$ cat src/pkg/mid_pkg.sv
// Package for the message interval detector: modes, framer states, the
// received-character record and every count the block uses.
// Assumes one system clock and a bit-time strobe from the bit-rate divider.
package mid_pkg;

    // ------------------------------------------------------------------
    // Recognition modes, as coded on the three mode switches.
    // ------------------------------------------------------------------
    typedef enum logic [2:0] {
        MID_ASYNC11     = 3'b000,
        MID_ASYNC10     = 3'b001,
        MID_OFF_IDLE0   = 3'b010,
        MID_OFF_IDLE1   = 3'b011,
        MID_SHORT_IDLE0 = 3'b100,
        MID_SHORT_IDLE1 = 3'b101,
        MID_LONG_IDLE0  = 3'b110,
        MID_LONG_IDLE1  = 3'b111
    } mid_mode_t;

    // ------------------------------------------------------------------
    // Character framer states.
    // ------------------------------------------------------------------
    typedef enum logic [1:0] {
        MID_ST_IDLE   = 2'b00,
        MID_ST_DATA   = 2'b01,
        MID_ST_PARITY = 2'b10,
        MID_ST_STOP   = 2'b11
    } mid_state_t;

    // ------------------------------------------------------------------
    // Counts and widths.
    // ------------------------------------------------------------------
    localparam int MID_DATA_BITS = 8;
    localparam int MID_CNT_W = 5;
    localparam int MID_BIT_IDX_W = 3;
    localparam logic [MID_CNT_W-1:0] MID_SHORT_GAP_BITS = 5'h0C;
    localparam logic [MID_CNT_W-1:0] MID_LONG_GAP_BITS = 5'h18;
    localparam logic [MID_CNT_W-1:0] MID_CNT_MAX = 5'h1F;
    localparam logic [MID_BIT_IDX_W-1:0] MID_LAST_BIT_IDX = 3'h7;
    localparam logic [MID_CNT_W-1:0] MID_FRAME11_TICKS = 5'h0A;
    localparam logic [MID_CNT_W-1:0] MID_FRAME10_TICKS = 5'h09;
    localparam logic MID_MARK_LEVEL = 1'b1;

    // ------------------------------------------------------------------
    // One received character.
    // ------------------------------------------------------------------
    typedef struct packed {
        logic [MID_DATA_BITS-1:0] data;
        logic parity;
        logic framing_err;
    } mid_char_t;

endpackage

$ cat src/verilog/mid_detector.sv
// Receive-side character recognition and message-interval detector.
// Assumes rx_bit_in and carrier_in are synchronous demodulator outputs and
// bit_tick_in strobes once per bit time at the middle of each bit.
//
// Operation
// - Mode comes from switches five to seven.
// - Mode sampled at power-up only, then held.
// - 11-bit: start, eight data, parity, stop.
// - 10-bit: start, eight data, stop, no parity.
// - Interval off: pass any stream, no gaps.
// - Interval off, idle 0: output 0 without carrier.
// - Interval off, idle 1: output 1 without carrier.
// - Short, idle 0: gap after twelve zero bits.
// - Short, idle 1: gap after twelve one bits.
// - Long, idle 0: gap after twenty-four zero bits.
// - Long, idle 1: gap after twenty-four one bits.
module mid_detector (
    input wire logic mclk_in,
    input wire logic sys_rst_in,
    input wire logic [2:0] mode_sw_in,
    input wire logic bit_tick_in,
    input wire logic rx_bit_in,
    input wire logic carrier_in,
    output logic rxd_out,
    output logic msg_gap_out,
    output logic char_valid_out,
    output mid_pkg::mid_char_t char_out,
    output mid_pkg::mid_mode_t mode_out,
    output logic mode_ready_out
);

    // ------------------------------------------------------------------
    // Mode capture.
    // ------------------------------------------------------------------
    mid_pkg::mid_mode_t mode_reg;
    mid_pkg::mid_mode_t mode_next;
    logic captured_reg;
    mid_pkg::mid_mode_t sw_mode;

    // Every three-bit code is a defined mode; anything else falls to 11-bit.
    always_comb begin
        case (mode_sw_in)
            3'h1: sw_mode = mid_pkg::MID_ASYNC10;
            3'h2: sw_mode = mid_pkg::MID_OFF_IDLE0;
            3'h3: sw_mode = mid_pkg::MID_OFF_IDLE1;
            3'h4: sw_mode = mid_pkg::MID_SHORT_IDLE0;
            3'h5: sw_mode = mid_pkg::MID_SHORT_IDLE1;
            3'h6: sw_mode = mid_pkg::MID_LONG_IDLE0;
            3'h7: sw_mode = mid_pkg::MID_LONG_IDLE1;
            default: sw_mode = mid_pkg::MID_ASYNC11;
        endcase
    end

    // Switches are read once, on the first edge after power-up reset.
    assign mode_next = captured_reg ? mode_reg : sw_mode;

    always_ff @(posedge mclk_in) begin
        if (sys_rst_in) begin
            mode_reg <= mid_pkg::MID_ASYNC11;
            captured_reg <= 1'b0;
        end else begin
            mode_reg <= mode_next;
            captured_reg <= 1'b1;
        end
    end

    // ------------------------------------------------------------------
    // Mode decode.
    // ------------------------------------------------------------------
    wire logic is_async11 = (mode_reg == mid_pkg::MID_ASYNC11);
    wire logic is_async10 = (mode_reg == mid_pkg::MID_ASYNC10);
    wire logic is_async = captured_reg && (is_async11 || is_async10);
    wire logic is_mid_off = (mode_reg == mid_pkg::MID_OFF_IDLE0) || (mode_reg == mid_pkg::MID_OFF_IDLE1);
    wire logic is_mid_on = captured_reg && mode_reg[2];
    wire logic idle_level = mode_reg[0];
    wire logic [mid_pkg::MID_CNT_W-1:0] gap_threshold =
        mode_reg[1] ? mid_pkg::MID_LONG_GAP_BITS : mid_pkg::MID_SHORT_GAP_BITS;

    // ------------------------------------------------------------------
    // Line data to the terminal.
    // ------------------------------------------------------------------
    logic rxd_reg;
    logic rxd_next;

    // Without carrier the terminal sees the idle level in the off and interval modes, mark in both async modes.
    assign rxd_next = carrier_in ? rx_bit_in :
                      (is_mid_off || mode_reg[2]) ? idle_level : mid_pkg::MID_MARK_LEVEL;

    always_ff @(posedge mclk_in) begin
        if (sys_rst_in) begin
            rxd_reg <= mid_pkg::MID_MARK_LEVEL;
        end else begin
            rxd_reg <= rxd_next;
        end
    end

    // ------------------------------------------------------------------
    // Message interval detection.
    // ------------------------------------------------------------------
    logic gap_raw;
    logic gap_reg;

    mid_gap_counter u_gap (
        .mclk_in(mclk_in),
        .sys_rst_in(sys_rst_in),
        .enable_in(is_mid_on),
        .bit_tick_in(bit_tick_in),
        .rx_bit_in(rx_bit_in),
        .idle_level_in(idle_level),
        .threshold_in(gap_threshold),
        .gap_out(gap_raw)
    );

    always_ff @(posedge mclk_in) begin
        if (sys_rst_in) begin
            gap_reg <= 1'b0;
        end else begin
            gap_reg <= gap_raw && is_mid_on;
        end
    end

    // ------------------------------------------------------------------
    // Asynchronous character framer.
    // ------------------------------------------------------------------
    mid_pkg::mid_state_t state_reg;
    mid_pkg::mid_state_t state_next;
    logic [mid_pkg::MID_BIT_IDX_W-1:0] bit_idx_reg;
    logic [mid_pkg::MID_DATA_BITS-1:0] shift_reg;
    logic parity_reg;
    logic valid_reg;
    mid_pkg::mid_char_t char_reg;
    wire logic last_data = (bit_idx_reg == mid_pkg::MID_LAST_BIT_IDX);
    wire logic stop_tick = bit_tick_in && (state_reg == mid_pkg::MID_ST_STOP);

    always_comb begin
        state_next = state_reg;
        if (!is_async) begin
            state_next = mid_pkg::MID_ST_IDLE;
        end else if (bit_tick_in) begin
            case (state_reg)
                mid_pkg::MID_ST_IDLE: begin
                    if (!rx_bit_in) begin
                        state_next = mid_pkg::MID_ST_DATA;
                    end
                end
                mid_pkg::MID_ST_DATA: begin
                    if (last_data) begin
                        state_next = is_async11 ? mid_pkg::MID_ST_PARITY : mid_pkg::MID_ST_STOP;
                    end
                end
                mid_pkg::MID_ST_PARITY: state_next = mid_pkg::MID_ST_STOP;
                default: state_next = mid_pkg::MID_ST_IDLE;
            endcase
        end
    end

    always_ff @(posedge mclk_in) begin
        if (sys_rst_in) begin
            state_reg <= mid_pkg::MID_ST_IDLE;
            bit_idx_reg <= '0;
            shift_reg <= '0;
            parity_reg <= 1'b0;
        end else begin
            state_reg <= state_next;
            if (bit_tick_in && state_reg == mid_pkg::MID_ST_DATA) begin
                shift_reg <= {rx_bit_in, shift_reg[mid_pkg::MID_DATA_BITS-1:1]};
                bit_idx_reg <= bit_idx_reg + 1'b1;
            end else if (state_reg == mid_pkg::MID_ST_IDLE) begin
                bit_idx_reg <= '0;
            end
            if (bit_tick_in && state_reg == mid_pkg::MID_ST_PARITY) begin
                parity_reg <= rx_bit_in;
            end else if (state_reg == mid_pkg::MID_ST_IDLE) begin
                parity_reg <= 1'b0;
            end
        end
    end

    // Character out: one-cycle valid, record held until the next character.
    always_ff @(posedge mclk_in) begin
        if (sys_rst_in) begin
            valid_reg <= 1'b0;
            char_reg <= '0;
        end else begin
            valid_reg <= stop_tick && is_async;
            if (stop_tick && is_async) begin
                char_reg <= '{data: shift_reg, parity: parity_reg, framing_err: !rx_bit_in};
            end
        end
    end

    assign rxd_out = rxd_reg;
    assign msg_gap_out = gap_reg;
    assign char_valid_out = valid_reg;
    assign char_out = char_reg;
    assign mode_out = mode_reg;
    assign mode_ready_out = captured_reg;

    // ------------------------------------------------------------------
    // Checks.
    // ------------------------------------------------------------------
    logic [mid_pkg::MID_CNT_W-1:0] idle_run_reg;
    logic [mid_pkg::MID_CNT_W-1:0] frame_ticks_reg;

    always_ff @(posedge mclk_in) begin
        if (sys_rst_in) begin
            idle_run_reg <= '0;
            frame_ticks_reg <= '0;
        end else begin
            if (bit_tick_in) begin
                idle_run_reg <= (rx_bit_in != idle_level) ? '0 :
                                (idle_run_reg == mid_pkg::MID_CNT_MAX) ? idle_run_reg : idle_run_reg + 1'b1;
            end
            if (state_reg == mid_pkg::MID_ST_IDLE) begin
                frame_ticks_reg <= '0;
            end else if (bit_tick_in) begin
                frame_ticks_reg <= frame_ticks_reg + 1'b1;
            end
        end
    end
endmodule // mid_detector

$ cat src/verilog/mid_gap_counter.sv
// Idle-run counter: counts bit times spent at the idle level and flags a
// message interval once the run reaches the threshold.
// Assumes bit_tick_in is a one-cycle strobe once per bit time.
module mid_gap_counter (
    input wire logic mclk_in,
    input wire logic sys_rst_in,
    input wire logic enable_in,
    input wire logic bit_tick_in,
    input wire logic rx_bit_in,
    input wire logic idle_level_in,
    input wire logic [mid_pkg::MID_CNT_W-1:0] threshold_in,
    output logic gap_out
);

    logic [mid_pkg::MID_CNT_W-1:0] cnt_reg;
    logic [mid_pkg::MID_CNT_W-1:0] cnt_next;
    logic gap_reg;
    wire logic at_idle = (rx_bit_in == idle_level_in);
    wire logic saturated = (cnt_reg == mid_pkg::MID_CNT_MAX);

    // Restart on any non-idle bit, saturate so a long idle stays flagged.
    assign cnt_next = !enable_in ? '0 :
                      !bit_tick_in ? cnt_reg :
                      !at_idle ? '0 :
                      saturated ? cnt_reg : cnt_reg + 1'b1;

    always_ff @(posedge mclk_in) begin
        if (sys_rst_in) begin
            cnt_reg <= '0;
            gap_reg <= 1'b0;
        end else begin
            cnt_reg <= cnt_next;
            gap_reg <= enable_in && (cnt_next >= threshold_in);
        end
    end

    assign gap_out = gap_reg;

endmodule // mid_gap_counter
$ cat config.mk
export PLATFORM = sky130hd
export DESIGN_NAME = mid_detector
export DESIGN_NICKNAME = d
export VERILOG_FILES = /design/src/pkg/mid_pkg.sv /design/src/verilog/mid_detector.sv /design/src/verilog/mid_gap_counter.sv
export SDC_FILE = /design/constraint.sdc
export NUM_CORES = 1
export LEC_CHECK = 0
export ABC_AREA = 1
export BUFFER_PORTS_ARGS = -buffer_cell sky130_fd_sc_hd__buf_2
export CORE_ASPECT_RATIO = 0.6
export CORE_MARGIN = 2
export CORE_UTILIZATION = 55
export CTS_CLUSTER_DIAMETER = 50
export DETAILED_ROUTE_END_ITERATION = 8
export PLACE_DENSITY = 0.78
export SLEW_MARGIN = 40
export SYNTH_ARGS = -nofsm -noshare
export SYNTH_HDL_FRONTEND = slang
export SYNTH_SLANG_ARGS = --single-unit
$ cat constraint.sdc
create_clock -name mclk_in -period 2.1 [get_ports mclk_in]
set_input_delay 0.21 -clock mclk_in [delete_from_list [all_inputs] [get_ports mclk_in]]
set_output_delay 0.21 -clock mclk_in [all_outputs]
set_load 0.02 [all_outputs]
* Word level (Yosys, flattened, before mapping)
Cells that the tools add are included.
Word-level totals: register bits 37, bits of input ports 8, output and inout port bits 17
Operators by class: $add $sub $neg 2, magnitude comparators 1, equal/unequal tests 18, multiplexer cells 17, bitwise operators 1, reduce and logical (&&, ||, !) cells 18
Operator list (count):
- $mux 5 | 5
- $pmux 3 s7 | 1
- $eq 3x3->1 const B | 5
- $eq 3x2->1 const B | 4
- $logic_and 1x1->1 | 8
- $eq 3x1->1 const B | 2
- $mux 1 | 6
- $mux 3 | 2
- $pmux 2 s3 | 1
- $add 5x1->5 const B | 1
- $eq 5x5->1 const B | 1
- $ge 5x5->1 | 1
- $eq 2x2->1 const B | 2
- $mux 2 | 2
- $ne 2x2->1 const B | 2
- $reduce_bool 2->1 | 2
- $add 3x1->3 const B | 1
- $logic_not 3->1 | 1
- $logic_or 1x1->1 | 3
- $reduce_and 3->1 | 1
- $eq 2x1->1 const B | 1
- $logic_not 2->1 | 1
- $reduce_or 2->1 | 1
- $eq 1x1->1 | 1
- other kinds (2) | 2

* Logic depth before layout (Yosys ltp)
word-level depth 7, mapped depth 11

* Hierarchy
A second synthesis with hierarchy kept.
Unflattened totals: cell total of the unflattened synthesis 235, area, all modules 1747.9 µm²
By module, submodules not included:
- mid_detector | times used 1, cells an instance 156, area each 1239.9 µm², sequential area each 620.6 µm²
- mid_gap_counter | times used 1, cells an instance 79, area each 508.0 µm², sequential area each 120.1 µm²

* Worst setup path after synthesis
OpenSTA, ideal clock, no wires.
path type register to register, start reg captured_reg (netlist: mode_ready_out), end reg u_gap.gap_reg (netlist: u_gap.gap_out), setup time 66 ps, data arrival time 1496 ps, required time 2034 ps, slack 538 ps, cell stages (with the launch flop) 11, path buffers 0, path through dfxtp_1 > nand2_2 > clkinv_2 > nand2_4 > nor2_1 > o21ai_0 > ha_1 > nand3_1 > nor2_1 > nand2_1 > a21oi_2
On the way: longest elaborated chain between the ends 4
RTL lines:
- start, declared | line mid_detector.sv:37 | logic captured_reg;
- start signal, assigned | line mid_detector.sv:60 | captured_reg <= 1'b0;
- start signal, assigned | line mid_detector.sv:63 | captured_reg <= 1'b1;
- $logic_and 1x1->1 (*) | line mid_detector.sv:74 | wire logic is_mid_on = captured_reg && mode_reg[2];
- $mux 5 | line mid_gap_counter.sv:22 | assign cnt_next = !enable_in ? '0 :
- $ge 5x5->1 | line mid_gap_counter.sv:33 | gap_reg <= enable_in && (cnt_next >= threshold_in);
- $logic_and 1x1->1 (*) | line mid_gap_counter.sv:33
- end signal, assigned | line mid_gap_counter.sv:33
- end, declared | line mid_gap_counter.sv:17 | logic gap_reg;
Mark *: on every way between the ends. The rest lies on a longest branch, timed or not. A chain may end at the register's enable or synchronous reset.

* Worst setup path after layout
start reg u_gap.cnt_reg[0] (netlist bit), end reg u_gap.gap_reg (netlist: u_gap.gap_out)
On the way: longest elaborated chain between the ends 7, elaborated cells on any way between the ends 8, those cells by class add/sub (1); order compare (1); eq/ne (1); mux (4); reduce/logical (1)
RTL lines:
- start, declared | line mid_gap_counter.sv:15 | logic [mid_pkg::MID_CNT_W-1:0] cnt_reg;
- start signal, assigned | line mid_gap_counter.sv:32 | cnt_reg <= cnt_next;
- $add 5x1->5 / $eq 5x5->1 (equally long branches) | line mid_gap_counter.sv:25, mid_gap_counter.sv:19
- $mux 5 | line mid_gap_counter.sv:25 | saturated ? cnt_reg : cnt_reg + 1'b1;
- $mux 5 | line mid_gap_counter.sv:24 | !at_idle ? '0 :
- $mux 5 (*) | line mid_gap_counter.sv:23 | !bit_tick_in ? cnt_reg :
- $mux 5 (*) | line mid_gap_counter.sv:22
- $ge 5x5->1 (*) | line mid_gap_counter.sv:33
- $logic_and 1x1->1 (*) | line mid_gap_counter.sv:33
Marks and branches as above.

==> summary.txt <==
Status - complete, no violations
Net count, final - 254
Routed via count - 1,349
LEAKAGE - 0.834 nW
Slew HR - 73.8%
Detailed Route WL - 2930 um
Cts repair resizes - 0
Worst-path fanout max - 5
Reg power frac - 51.4%
CTS tree - done
Top delay family on crit path - adder cells
Ant diodes - 0
Hold endpoint - rxd_out$_SDFF_PP1_
Clk pwr share - 41.5%
Critical path class - flip-flop to flip-flop
Clock Skews - 0.00679 ns
Max FFs per register - 10
Fmax - 582 MHz
Switch Pwr - 314 uW
Setup slack, reg-to-reg - 0.38 ns
WHS Path Cells - 3
Hold_sp - carrier_in
Fillers - 253
Synth cell types - 25
Seq/Total Area, Yosys - 45.6%
Worst Setup End Kind - flip-flop
Setup TNS - 0 ns
Top cell type's share of synthesized area - 45.6%
Final Power - 1.41 mW
CTS H-tree lvls - 2
CP required - 2.33 ns
Worst R2R End - u_gap.gap_out$_SDFF_PP0_
Initial antenna violation count - 0
Synth area leaders - dfxtp_1 46%, nor2_1 8.3%, o21ai_0 7.1%
Post-DP Area - 0.00176 mm2
Slew @ Worst Pin - 0.393 ns
Total track usage - 19.5%
Flops & latches, synth - 37
Max Cap Viol - 0
Initial Util - 57.4%
Worst-skew pair later-pin latency - 0.29 ns
Die width - 74.2 um
Reg2reg path depth - 9
Row count - 15
Final instance area - 0.00187 mm2
Final core utilization - 65.9%
Clock-pin transition on the worst setup and hold timing paths - 0.07 ns
Peak supply drop - 451 uV
Routed len/inst - 10.5 um
Post-CTS Hold Fix Bufs - 0
Die area - 0.00342 mm2
Number of global-route vias before repair - 1,063
Placeable core area - 0.00283 mm2
Reg-to-Reg Start - u_gap.cnt_reg[0]$_SDFF_PP0_
Vias per inst - 4.84
Cell mode on critical path - ha_1
Fin crit period - 1.72 ns
Global-route wire length before repair - 4870 um
DP Wirelength - 2130 um
Sw frac - 22.3%
Syn nets - 229
Post-synth ARST share - 0%
Num Clock Sinks - 37
Drt initial violations - 75
Final Hold Fails - 0
Highest-delay cell along the critical path - dfxtp_1
Clock Path Buffers - 2
CP peak stage delay - 0.39 ns
Antenna viol nets, final - 0
Warnings from Yosys - 0
CP bufs+invs - 0
Final count of negative-setup-slack endpoints - 0
HP Class - primary input to flip-flop
Most common cell after layout, fill and taps aside - dfxtp_1
Num CTS Buffers - 5
Synth Instances - 212
Type of origin of the critical path - flip-flop
Number of synthesized flops with an enable pin - 0
IO Port Bufs - 24
Crit path cell chain - ha_1 -> nand4_2 -> nand2_2 -> o21ai_0 -> ha_1 -> nand3_1 -> nor2_1 -> nand2_1 -> a21oi_2
Comb pwr share - 7.1%
CTS root buf - clkbuf_8
Critical Path AT - 1.95 ns
Tcrit/Tclk final - 81.9%
PD cells - 753 mW/mm2
Max-slew violations - 0
Top FF cell, synth - dfxtp_1
Die height - 46.1 um
Dominant cell type by area after synthesis - dfxtp_1
Gpl congestion - 0.758
# IOs - 25
Area of the mapped netlist - 0.00163 mm2
Grt ovf - 0
Area added between synthesis and finish - 14.9%
Drt first pass iters - 5
RSZ-0062 raised after global routing - no
Int Pwr - 1.09 mW
Most frequent cells in the layout - 37 x dfxtp_1, 36 x nor2_1, 27 x inv_1
Largest net degree at the start of global routing - 27
Drt drc - 0
Synth Area per Inst - 7.67 um2
Setup bufs post-CTS - 0
Share of post-route cells with drive strength above 1 - 19.8%
-- synth_stat cells (3+ instances only) --
master   instances
nor2_1          36
buf_2            3
o21ai_1          3
inv_2            3
a21oi_1         21
nand3_1          8
nand2_2          5
o21ai_0         23
dfxtp_1         37
ha_1             9
nor3_1           4
nand2_1         18
inv_1           27
-- power by group through the flow --
stage | Combinational (mW) | Clock (mW) | Sequential (mW)
3_5_place_dp | 0.0995 | 0 | 0.739
3_3_place_gp | 0.0987 | 0 | 0.739
5_1_grt | 0.116 | 0.620 | 0.724
6_report | 0.0998 | 0.583 | 0.724
4_1_cts | 0.100 | 0.594 | 0.723
2_1_floorplan | 0.0690 | 0 | 0.745
-- final cells by class --
cell class / count / area, um2 / area share [%]
Timing Repair Buffer: 26 / 135 / 7.23
Multi-Input combinational cell: 136 / 718 / 38.4
Clock inverter: 2 / 35.0 / 1.88
Tap cell: 42 / 52.6 / 2.81
Clock buffer: 5 / 68.8 / 3.68
Sequential cell: 37 / 741 / 39.7
Inverter: 31 / 118 / 6.30
-- worst max-delay path by stage --
stage | startpoint | end | slack, ns | cells after the start
5_1_grt | u_gap.cnt_reg[0]$_SDFF_PP0_ | u_gap.gap_out$_SDFF_PP0_ | 0.20 | 9
3_3_place_gp | u_gap.cnt_reg[0]$_SDFF_PP0_ | u_gap.gap_out$_SDFF_PP0_ | 0.44 | 9
2_1_floorplan | mode_ready_out$_DFF_P_ | u_gap.gap_out$_SDFF_PP0_ | 0.54 | 10
4_1_cts | u_gap.cnt_reg[0]$_SDFF_PP0_ | u_gap.gap_out$_SDFF_PP0_ | 0.40 | 9
6_report | u_gap.cnt_reg[0]$_SDFF_PP0_ | u_gap.gap_out$_SDFF_PP0_ | 0.38 | 9
3_5_place_dp | u_gap.cnt_reg[0]$_SDFF_PP0_ | u_gap.gap_out$_SDFF_PP0_ | 0.41 | 9
-- per-stage QoR --
stage / setup slack [ns] / hold slack, ns / std cells
floorplan: 0.538 / 0.322 / 212
global placement: 0.444 / 0.406 / 272
detailed placement: 0.413 / 0.404 / 272
CTS: 0.400 / 0.143 / 279
global route: 0.199 / 0.154 / 279
finish: 0.381 / 0.149 / 279
-- tightest hold or removal path: stages --
cell and delay [ns]:
buf_2 0.09, a21oi_1 0.06, nand2_1 0.05
-- routing by layer --
metal / track usage [%] / part of all wire (%) / wire length [um] / vias up
li1: - / - / - / 726
met1: 29.2 / 57 / 1680 / 583
met2: 25.4 / 36 / 1060 / 36
met3: 7.22 / 5.7 / 166 / 4
met4: 6.55 / 0.79 / 23 / 0
met5: 0 / 0 / 0 / -
-- logic make-up (layout without fill, tap and decap cells) --
| kind of cell | after synthesis | in the layout | share of synthesized area [%] |
|---|---|---|---|
| flops | 37 | 37 | 45.6 |
| simple gates | 78 | 78 | 21.8 |
| compound gates | 49 | 49 | 15.5 |
| fa+ha+maj | 9 | 9 | 6.93 |
| buf+inv | 39 | 64 | 10.2 |
(Power assumes the default switching activity.)
